[src/mqfep_params.svh]
// constants for the four-queue flow-control buffer control block
// assumes a single 100 MHz clock shared by the write and read sides
`ifndef MQFEP_PARAMS_SVH
`define MQFEP_PARAMS_SVH

`define MQFEP_QUEUES 4
`define MQFEP_QSEL_W 2
`define MQFEP_DATA_W 40
`define MQFEP_HALF_W 20
`define MQFEP_DEPTH 8
`define MQFEP_AW 3
`define MQFEP_LVL_W 4
`define MQFEP_AF_LEVEL 4'h7
`define MQFEP_AE_LEVEL 4'h1
`define MQFEP_OE_OFF 2'h3
`define MQFEP_WAKE_NS 1000
`define MQFEP_CLK_NS 10
`define MQFEP_WAKE_CYC ((`MQFEP_WAKE_NS + `MQFEP_CLK_NS - 1) / `MQFEP_CLK_NS)
`define MQFEP_WAKE_W 7
`define MQFEP_WAKE_LAST 7'(`MQFEP_WAKE_CYC - 1)

`endif

[src/mqfep_pkg.sv]
// types for the four-queue flow-control buffer control block
// assumes mqfep_params.svh is on the include path
package mqfep_pkg;
    typedef enum logic [1:0] {
        MQFEP_PW_RUN = 2'b00,
        MQFEP_PW_DOWN = 2'b01,
        MQFEP_PW_WAKE = 2'b10
    } mqfep_power_e;
endpackage

[src/mqfep_top.sv]
// four-queue flow-control buffer: queue select, flags, echo strobe, output register, power down
// assumes both hosts run on CLK; only the power-down pin is asynchronous
`include "mqfep_params.svh"

module mqfep_top (
    input wire logic CLK,
    input wire logic RST,
    input wire logic WRITE_PORT_SELECT_N,
    input wire logic WRITE_ENABLE_N,
    input wire logic [`MQFEP_QSEL_W-1:0] WRITE_QUEUE_SELECT,
    input wire logic [`MQFEP_DATA_W-1:0] DATA_IN,
    input wire logic READ_PORT_SELECT_N,
    input wire logic READ_ENABLE_N,
    input wire logic [`MQFEP_QSEL_W-1:0] READ_QUEUE_SELECT,
    input wire logic OUTPUT_DRIVE_N,
    input wire logic FALL_THROUGH_MODE,
    input wire logic OUTPUT_WIDTH_SELECT,
    input wire logic POWER_DOWN_N,
    output logic [`MQFEP_DATA_W-1:0] DATA_OUT,
    output logic [1:0] DATA_OE_N,
    output logic ECHO_READ_STROBE_N,
    output logic [`MQFEP_QUEUES-1:0] FULL_FLAG_N,
    output logic [`MQFEP_QUEUES-1:0] EMPTY_FLAG_N,
    output logic [`MQFEP_QUEUES-1:0] ALMOST_FULL_FLAG_N,
    output logic [`MQFEP_QUEUES-1:0] ALMOST_EMPTY_FLAG_N,
    output logic COMPOSITE_FULL_N,
    output logic COMPOSITE_EMPTY_N,
    output logic FLAG_OE_N,
    output logic SERIAL_PORT_ENABLE,
    output logic TEST_PORT_ENABLE,
    output mqfep_pkg::mqfep_power_e POWER_STATE
);
    import mqfep_pkg::*;

    function automatic logic [`MQFEP_QUEUES-1:0] qdecode(input logic [`MQFEP_QSEL_W-1:0] sel);
        qdecode = `MQFEP_QUEUES'(1) << sel;
    endfunction

    // power-down pin synchroniser and power state
    logic pd_meta_reg, pd_meta_next, pd_sync_reg, pd_sync_next;
    mqfep_power_e pw_state_reg, pw_state_next;
    logic [`MQFEP_WAKE_W-1:0] wake_cnt_reg, wake_cnt_next;
    logic port_en_reg, port_en_next;
    logic run, in_wake;

    // configuration and pipelines
    logic fall_through_mode_reg, fall_through_mode_next, x20_reg, x20_next;
    logic wreq_reg, wreq_next;
    logic [`MQFEP_QSEL_W-1:0] wsel_reg, wsel_next, rsel_reg, rsel_next;
    logic [`MQFEP_DATA_W-1:0] wdata_reg, wdata_next;

    // output register and read side
    logic [`MQFEP_DATA_W-1:0] word_reg, word_next, dout_reg, dout_next;
    logic out_valid_reg, out_valid_next, half_pend_reg, half_pend_next;
    logic echo_reg, echo_next;
    logic [1:0] oe_n_reg, oe_n_next;
    logic flag_oe_n_reg, flag_oe_n_next;
    logic [`MQFEP_QUEUES-1:0] full_n_reg, full_n_next, empty_n_reg, empty_n_next;
    logic [`MQFEP_QUEUES-1:0] af_n_reg, af_n_next, ae_n_reg, ae_n_next;
    logic cfull_n_reg, cfull_n_next, cempty_n_reg, cempty_n_next;
    logic rd_req, has_sel, pop, load, half_step, drive;
    logic rd_sel_has, wr_sel_ready;

    // queue array
    logic [`MQFEP_QUEUES-1:0] q_push, q_ready, q_valid, q_pop;
    logic [`MQFEP_DATA_W-1:0] q_data [`MQFEP_QUEUES];
    logic [`MQFEP_LVL_W-1:0] q_level [`MQFEP_QUEUES];

    genvar gq;
    generate
        for (gq = 0; gq < `MQFEP_QUEUES; gq++) begin : g_queue
            mqfep_fifo #(
                .WIDTH(`MQFEP_DATA_W),
                .DEPTH(`MQFEP_DEPTH),
                .AW(`MQFEP_AW)
            ) u_fifo (
                .clk(CLK),
                .rst(RST),
                .in_valid(q_push[gq]),
                .in_ready(q_ready[gq]),
                .in_data(wdata_reg),
                .out_valid(q_valid[gq]),
                .out_ready(q_pop[gq]),
                .out_data(q_data[gq]),
                .level(q_level[gq])
            );
        end
    endgenerate

    assign run = pw_state_reg == MQFEP_PW_RUN;
    assign in_wake = pw_state_reg == MQFEP_PW_WAKE;
    assign rd_sel_has = q_valid[READ_QUEUE_SELECT];
    assign wr_sel_ready = q_ready[WRITE_QUEUE_SELECT];
    // a write lands in its queue one clock after the pins are sampled
    assign q_push = (wreq_reg && run) ? qdecode(wsel_reg) : '0;
    assign q_pop = pop ? qdecode(rsel_reg) : '0;

    // power sequencing
    always_comb begin
        pd_meta_next = !POWER_DOWN_N;
        pd_sync_next = pd_meta_reg;
        pw_state_next = pw_state_reg;
        wake_cnt_next = wake_cnt_reg;
        unique case (pw_state_reg)
            MQFEP_PW_RUN: begin
                if (pd_sync_reg) begin
                    pw_state_next = MQFEP_PW_DOWN;
                end
            end
            MQFEP_PW_DOWN: begin
                if (!pd_sync_reg) begin
                    pw_state_next = MQFEP_PW_WAKE;
                    wake_cnt_next = '0;
                end
            end
            MQFEP_PW_WAKE: begin
                if (pd_sync_reg) begin
                    pw_state_next = MQFEP_PW_DOWN;
                end else if (wake_cnt_reg == `MQFEP_WAKE_LAST) begin
                    pw_state_next = MQFEP_PW_RUN;
                end else begin
                    wake_cnt_next = wake_cnt_reg + 1'b1;
                end
            end
            default: pw_state_next = MQFEP_PW_DOWN;
        endcase
        port_en_next = pw_state_next == MQFEP_PW_RUN;
    end

    always_ff @(posedge CLK) begin
        if (RST) begin
            pd_meta_reg <= 1'b0;
            pd_sync_reg <= 1'b0;
            pw_state_reg <= MQFEP_PW_RUN;
            wake_cnt_reg <= '0;
            port_en_reg <= 1'b1;
        end else begin
            pd_meta_reg <= pd_meta_next;
            pd_sync_reg <= pd_sync_next;
            pw_state_reg <= pw_state_next;
            wake_cnt_reg <= wake_cnt_next;
            port_en_reg <= port_en_next;
        end
    end

    // queues, output register and flags held while not running; echo strobe and output enables forced off
    always_comb begin
        fall_through_mode_next = run ? FALL_THROUGH_MODE : fall_through_mode_reg;
        x20_next = run ? OUTPUT_WIDTH_SELECT : x20_reg;
        wreq_next = run && !WRITE_PORT_SELECT_N && !WRITE_ENABLE_N;
        wsel_next = WRITE_QUEUE_SELECT;
        wdata_next = DATA_IN;
        rsel_next = run ? READ_QUEUE_SELECT : rsel_reg;
        rd_req = run && !READ_PORT_SELECT_N && !READ_ENABLE_N;
        has_sel = q_valid[rsel_reg];
        pop = 1'b0;
        load = 1'b0;
        half_step = 1'b0;
        out_valid_next = out_valid_reg;
        if (fall_through_mode_reg) begin
            if (out_valid_reg) begin
                if (rd_req && half_pend_reg) begin
                    half_step = 1'b1;
                end else if (rd_req && has_sel) begin
                    pop = 1'b1;
                    load = 1'b1;
                end else if (rd_req) begin
                    out_valid_next = 1'b0;
                end
            end else if (run && has_sel) begin
                // falls through regardless of port select
                pop = 1'b1;
                load = 1'b1;
                out_valid_next = 1'b1;
            end
        end else if (rd_req && half_pend_reg) begin
            half_step = 1'b1;
        end else if (rd_req && has_sel) begin
            pop = 1'b1;
            load = 1'b1;
            out_valid_next = 1'b1;
        end
        word_next = load ? q_data[rsel_reg] : word_reg;
        half_pend_next = load ? x20_reg : (half_step ? 1'b0 : half_pend_reg);
        // pending upper half means the lower half is on the pins
        dout_next = word_next;
        if (x20_reg && !half_pend_next) begin
            dout_next[`MQFEP_HALF_W-1:0] = word_next[`MQFEP_DATA_W-1:`MQFEP_HALF_W];
        end
        echo_next = run ? !(load || half_step) : 1'b1;
        drive = run && !READ_PORT_SELECT_N && !OUTPUT_DRIVE_N;
        oe_n_next = {!(drive && !x20_reg), !drive};
        flag_oe_n_next = !run;
        full_n_next = full_n_reg;
        empty_n_next = empty_n_reg;
        af_n_next = af_n_reg;
        ae_n_next = ae_n_reg;
        cfull_n_next = cfull_n_reg;
        cempty_n_next = cempty_n_reg;
        if (run) begin
            for (int q = 0; q < `MQFEP_QUEUES; q++) begin
                full_n_next[q] = fall_through_mode_reg ^ q_ready[q];
                empty_n_next[q] = fall_through_mode_reg ^ q_valid[q];
                af_n_next[q] = !(q_level[q] >= `MQFEP_AF_LEVEL);
                ae_n_next[q] = !(q_level[q] <= `MQFEP_AE_LEVEL);
            end
            cfull_n_next = fall_through_mode_reg ^ wr_sel_ready;
            // fall-through ready tracks the output register, fed from the delayed select
            cempty_n_next = fall_through_mode_reg ? !out_valid_next : rd_sel_has;
        end
    end

    always_ff @(posedge CLK) begin
        if (RST) begin
            fall_through_mode_reg <= 1'b0;
            x20_reg <= 1'b0;
            wreq_reg <= 1'b0;
            wsel_reg <= '0;
            wdata_reg <= '0;
            rsel_reg <= '0;
            word_reg <= '0;
            dout_reg <= '0;
            out_valid_reg <= 1'b0;
            half_pend_reg <= 1'b0;
            echo_reg <= 1'b1;
            oe_n_reg <= `MQFEP_OE_OFF;
            flag_oe_n_reg <= 1'b0;
            full_n_reg <= '1;
            empty_n_reg <= '0;
            af_n_reg <= '1;
            ae_n_reg <= '0;
            cfull_n_reg <= 1'b1;
            cempty_n_reg <= 1'b0;
        end else begin
            fall_through_mode_reg <= fall_through_mode_next;
            x20_reg <= x20_next;
            wreq_reg <= wreq_next;
            wsel_reg <= wsel_next;
            wdata_reg <= wdata_next;
            rsel_reg <= rsel_next;
            word_reg <= word_next;
            dout_reg <= dout_next;
            out_valid_reg <= out_valid_next;
            half_pend_reg <= half_pend_next;
            echo_reg <= echo_next;
            oe_n_reg <= oe_n_next;
            flag_oe_n_reg <= flag_oe_n_next;
            full_n_reg <= full_n_next;
            empty_n_reg <= empty_n_next;
            af_n_reg <= af_n_next;
            ae_n_reg <= ae_n_next;
            cfull_n_reg <= cfull_n_next;
            cempty_n_reg <= cempty_n_next;
        end
    end

    assign DATA_OUT = dout_reg;
    assign DATA_OE_N = oe_n_reg;
    assign ECHO_READ_STROBE_N = echo_reg;
    assign FULL_FLAG_N = full_n_reg;
    assign EMPTY_FLAG_N = empty_n_reg;
    assign ALMOST_FULL_FLAG_N = af_n_reg;
    assign ALMOST_EMPTY_FLAG_N = ae_n_reg;
    assign COMPOSITE_FULL_N = cfull_n_reg;
    assign COMPOSITE_EMPTY_N = cempty_n_reg;
    assign FLAG_OE_N = flag_oe_n_reg;
    assign SERIAL_PORT_ENABLE = port_en_reg;
    assign TEST_PORT_ENABLE = port_en_reg;
    assign POWER_STATE = pw_state_reg;

    AST_CEF_FOLLOWS: assert property (@(posedge CLK) disable iff (RST)
        run && !fall_through_mode_reg |=> COMPOSITE_EMPTY_N == $past(rd_sel_has))
        else $error("composite empty did not follow read queue");
    AST_CFULL_FOLLOWS: assert property (@(posedge CLK) disable iff (RST)
        run |=> COMPOSITE_FULL_N == ($past(fall_through_mode_reg) ^ $past(wr_sel_ready)))
        else $error("composite full did not follow write queue");
    AST_ECHO_READ: assert property (@(posedge CLK) disable iff (RST)
        run && !fall_through_mode_reg && !READ_PORT_SELECT_N && !READ_ENABLE_N && (has_sel || half_pend_reg)
        |=> !ECHO_READ_STROBE_N)
        else $error("echo strobe missed a standard read");
    AST_ECHO_IDLE: assert property (@(posedge CLK) disable iff (RST)
        !fall_through_mode_reg && READ_PORT_SELECT_N |=> ECHO_READ_STROBE_N)
        else $error("echo strobe low without port select");
    AST_FALL_IN: assert property (@(posedge CLK) disable iff (RST)
        run && fall_through_mode_reg && !out_valid_reg && has_sel |=> !ECHO_READ_STROBE_N && !COMPOSITE_EMPTY_N)
        else $error("fall-through word not signalled");
    AST_LAST_READ: assert property (@(posedge CLK) disable iff (RST)
        rd_req && fall_through_mode_reg && out_valid_reg && !half_pend_reg && !has_sel
        |=> ECHO_READ_STROBE_N && COMPOSITE_EMPTY_N)
        else $error("read past last word not flagged");
    AST_DRIVE: assert property (@(posedge CLK) disable iff (RST)
        !DATA_OE_N[0] |-> !$past(READ_PORT_SELECT_N) && !$past(OUTPUT_DRIVE_N))
        else $error("data bus driven without select");
    AST_UPPER_Z: assert property (@(posedge CLK) disable iff (RST)
        $past(x20_reg) |-> DATA_OE_N[1])
        else $error("upper data bits driven in narrow mode");
    AST_PD_HIZ: assert property (@(posedge CLK) disable iff (RST)
        !run |=> FLAG_OE_N && DATA_OE_N == `MQFEP_OE_OFF)
        else $error("outputs driven while powered down");
    AST_PD_HOLD: assert property (@(posedge CLK) disable iff (RST)
        !run && $past(!run) |-> $stable(FULL_FLAG_N) && $stable(COMPOSITE_EMPTY_N) && $stable(fall_through_mode_reg))
        else $error("state changed while powered down");
    AST_PORTS_OFF: assert property (@(posedge CLK) disable iff (RST)
        !run |-> !SERIAL_PORT_ENABLE && !TEST_PORT_ENABLE)
        else $error("programming ports active while powered down");
    AST_WAKE_END: assert property (@(posedge CLK) disable iff (RST)
        in_wake && !pd_sync_reg && wake_cnt_reg == `MQFEP_WAKE_LAST |=> run)
        else $error("wake wait did not end on time");
endmodule

[src/mqfep_fifo.sv]
// one queue: flip-flop FIFO with valid/ready on both sides
// assumes DEPTH is a power of two so pointers wrap naturally
module mqfep_fifo #(
    parameter int WIDTH = 40,
    parameter int DEPTH = 8,
    parameter int AW = 3
) (
    input wire logic clk,
    input wire logic rst,
    input wire logic in_valid,
    output logic in_ready,
    input wire logic [WIDTH-1:0] in_data,
    output logic out_valid,
    input wire logic out_ready,
    output logic [WIDTH-1:0] out_data,
    output logic [AW:0] level
);
    logic [WIDTH-1:0] mem_reg [DEPTH];
    logic [WIDTH-1:0] mem_next [DEPTH];
    logic [AW-1:0] wp_reg, wp_next, rp_reg, rp_next;
    logic [AW:0] cnt_reg, cnt_next;
    logic push, pop;

    assign in_ready = cnt_reg != (AW+1)'(DEPTH);
    assign out_valid = cnt_reg != '0;
    assign out_data = mem_reg[rp_reg];
    assign level = cnt_reg;

    always_comb begin
        push = in_valid && in_ready;
        pop = out_valid && out_ready;
        mem_next = mem_reg;
        wp_next = wp_reg;
        rp_next = rp_reg;
        cnt_next = cnt_reg;
        if (push) begin
            mem_next[wp_reg] = in_data;
            wp_next = wp_reg + 1'b1;
        end
        if (pop) begin
            rp_next = rp_reg + 1'b1;
        end
        if (push && !pop) begin
            cnt_next = cnt_reg + 1'b1;
        end else if (pop && !push) begin
            cnt_next = cnt_reg - 1'b1;
        end
    end

    // storage needs no reset, only the pointers and count do
    always_ff @(posedge clk) begin
        mem_reg <= mem_next;
    end

    always_ff @(posedge clk) begin
        if (rst) begin
            wp_reg <= '0;
            rp_reg <= '0;
            cnt_reg <= '0;
        end else begin
            wp_reg <= wp_next;
            rp_reg <= rp_next;
            cnt_reg <= cnt_next;
        end
    end
endmodule

[config.mk]
export PLATFORM = sky130hd
export DESIGN_NAME = mqfep_top
export DESIGN_NICKNAME = d
export VERILOG_FILES = /design/src/mqfep_pkg.sv /design/src/mqfep_top.sv /design/src/mqfep_fifo.sv
export VERILOG_INCLUDE_DIRS = /design/src
export SDC_FILE = /design/constraint.sdc
export NUM_CORES = 2
export LEC_CHECK = 0
export ABC_AREA = 1
export BUFFER_PORTS_ARGS = -buffer_cell sky130_fd_sc_hd__buf_2
export CORE_UTILIZATION = 63
export DETAILED_ROUTE_END_ITERATION = 7
export GPL_TIMING_DRIVEN = 1
export PLACE_DENSITY = 0.8
export SETUP_SLACK_MARGIN = 0.05
export SYNTH_ARGS = -nofsm -noshare
export SYNTH_HDL_FRONTEND = slang
export SYNTH_SLANG_ARGS = --single-unit
[constraint.sdc]
create_clock -name CLK -period 5.3 [get_ports CLK]
set_input_delay 0.53 -clock CLK [delete_from_list [all_inputs] [get_ports CLK]]
set_output_delay 0.53 -clock CLK [all_outputs]
set_load 0.01 [all_outputs]
==> flow_summary.ini <==
[placed_design]
port_buffers = 119
placedInstanceArea_um2 = 62400
dpl_worst_slack_ns = 1.86
post_dp_hpwl_um = 92400
gp_congestion = 0.933

[timing]
final.hold.worst_slack_ns = 0.0300
rsz0062_at_grt = no
layout_setup_ws_ns = 1.70
post-route-period-util_pct = 68.0
worst_slew_margin_rel_pct = 7.44
setup_total_negative_slack_ns = 0
tightest_slew_ns = 1.39
timing.final.crit_period_ns = 3.60
achievable-frequency_mhz = 278
drv_slew = 0
final.setup_skew_ns = 0.0325
setup_violations = 0
finalHoldViolCount = 0

[finish]
design_area_um2 = 67300
synthToLayoutAreaGrowth_pct = 11.0
final.fill_count = 6232
largest_register_ff_count = 1280
nets = 6031
layout.core_utilization_pct = 70.7
antennaDiodeCount = 0
drive_above_1_share_pct = 7.69

[clock_network]
postCtsSetupRepairBufs = 0
tritoncts = yes
worstSkewPairLatency_ns = 0.77
cts.htree.levels = 4
post_cts_resize_count = 0
cts.reportedPaths.clkPinSlew_ns = 0.06
cts_max_path_buffers = 3
tritoncts.num_buffers = 145
cts.hold.buffers_added = 31
cts_root_buffer = clkbuf_16
clock-sinks = 1463

[logic_synthesis]
postSynthRegisterBits = 1463
post_synth.cell_area_avg_um2 = 10.3
syn_nets = 5968
synthCells = 5889
syn_area_um2 = 60600
synth.area.top_cells = edfxtp_1 (63%), nand2_1 (12%), nand3_1 (6.2%), dfxtp_1 (6.0%), inv_1 (4.2%)
yosysSeqAreaShare_pct = 69.4
async_reset_ff_share_pct = 0
yosysWarnings = 0
dominantRegCellSynth = edfxtp_1
synth.top_cells.by_count = nand2_1 (1917), edfxtp_1 (1280), nand3_1 (755)
synth_top_cell_area_share_pct = 63.4
synth_largest_area_cell = edfxtp_1
synth_cell_type_count = 31
synth-edff-count = 1280
synth_most_common_cell = nand2_1

[run_status]
violations = design-rule violations
status = complete, but fails checks

[power_and_ir_drop]
power.switching_uw = 5780
switching_share_pct = 23.6
intPower_uw = 18700
static-leakage-power_uw = 0.0275
flop_pwr_share_pct = 52.8
power_frac_comb_pct = 6.7
p_clk_share_pct = 40.5
cellPowerDensity_nw_per_um2 = 365
vdd_ir_drop_max_mv = 0.367

[grt]
track_usage_pct = 33.9
grt_overflow = 0
grt_start_max_net_pins = 113
grt_pass1_wl_um = 247000
first_global_vias = 41784
grt_antenna_before_repair = 6

[critical_path]
cell_with_the_biggest_individual_delay_on_the_critical_path = nor2_1
r2r_cells = 15
required_time_at_the_endpoint_of_the_critical_path_ns = 5.94
setup.worst_path.class = reg -> reg
worstPathArrival_ns = 4.24
critical_path.cell_chain = inv_1, ha_1, nand3_1, nand2_1, nor2_1, nand2_1, nand2_1, nand2_2, nor2_1, inv_1, ha_1, nor4_1, a41oi_1, o21ai_0, a21oi_1
most_frequent_cp_cell = nand2_1
critPathCaptureType = register
timing.critical_path.fanout_max = 28
crit_path_start_kind = register
critPathMaxStageDelay_ns = 0.45

[hold_path]
hold_removal_path_class = in -> reg
hold_path_cells = 3

[floorplan]
die-height_um = 312
initial_utilization_pct = 63.7
die-width_um = 312
core_area_um2 = 95200
io_pins = 120
die_area_um2 = 97500
placement_rows = 113

[drt]
highest_routing_layer_actually_used = met5
dr_total_vias = 43547
drt-vias-per-instance = 5.94
wl_met2_um = 77300
routed_wire_length_per_instance_um = 22.7
first_pass_iters = 8
drt-total-wl_um = 166000
count_of_nets_left_with_antenna_violations_after_detail_routing = 0
drtIter0Drc = 6183
route.layer.met1.wl_um = 58600
met3_wirelength_um = 21000
drc_errors = 1

[job]
drv.max_cap_violation_count = 0
kinds of logic after synthesis:
family / count (synthesis) / share of synthesized area (%)
AOI/OAI and AO/OA: 286 / 2.48
adders and majority gates: 25 / 0.516
xor gates and xnor gates: 12 / 0.173
DFF: 1463 / 69.4
buffers and inverters: 1000 / 6.48
and+or+nand+nor: 3103 / 20.9
path summary, 6_finish.rpt:
path,startpoint,endpoint,slack (ns)
worst max register to register,g_queue[1].u_fifo.level[0]$_SDFFE_PP0P_,g_queue[2].u_fifo.level[3]$_SDFFE_PP0P_,1.70
worst max-delay path,g_queue[1].u_fifo.level[0]$_SDFFE_PP0P_,g_queue[2].u_fifo.level[3]$_SDFFE_PP0P_,1.70
worst min register to register,COMPOSITE_EMPTY_N$_SDFFE_PP0N_,COMPOSITE_EMPTY_N$_SDFFE_PP0N_,0.45
worst min-delay path,DATA_IN[3],wdata_reg[3]$_SDFF_PP0_,0.03
per-stage QoR:
stage	cells	power [uW]
5_1_grt	7335	25100
6_report	7335	24500
3_3_place_gp	7039	14700
4_1_cts	7335	24500
2_1_floorplan	5889	14100
3_5_place_dp	7039	14700
cell type report:
cell class                      count  area, um2  share of cell area (%)
Clock buffer                      208       4040                    6.00
Clock inverter                     57        518                   0.770
Inverter                          679       2560                    3.81
Multi-Input combinational cell   3426      14800                    22.0
Sequential cell                  1463      42100                    62.6
Tap cell                         1265       1580                    2.35
Timing Repair Buffer              237       1640                    2.43
per-layer routing:
layer,global-route usage [%],vias up
met4,18.3,4
met3,6.92,636
met2,54.0,3035
met5,0,-
li1,-,19427
met1,44.3,20445
power by group through the flow:
stage | sequential [uW] | combinational (uW) | clock (uW)
2_1_floorplan | 13000 | 1070 | 0
3_3_place_gp | 13200 | 1510 | 0
3_5_place_dp | 13200 | 1560 | 0
4_1_cts | 12900 | 1600 | 9940
5_1_grt | 13000 | 1770 | 10400
6_report | 13000 | 1640 | 9940
worst max-delay path, delay by kind of cell, from the launching register on:
| kind | cells | cell delay, ns |
|---|---|---|
| flip-flops | 1 | 0.42 |
| buffers and inverters | 2 | 0.26 |
| AND/OR/NAND/NOR | 8 | 1.76 |
| AO/OA/AOI/OAI | 3 | 0.35 |
| adder cells (fa/ha/maj) | 2 | 0.69 |
layout by cell type, fill, tap and decap left out, drive strengths merged, types with 2 or more instances in the layout:
cell type	count
nor2	378
edfxtp	1280
buf	206
o211ai	8
a21oi	96
bufinv	6
a22o	8
dlygate4sd3	31
clkbuf	208
ha	25
xor2	6
nor3	38
nand2	1918
xnor2	6
o22ai	6
inv	684
o21ai	164
clkinvlp	7
dfxtp	183
nand4	10
clkinv	39
nand3	755
and2	2
Power figures use the tool's default switching activity.
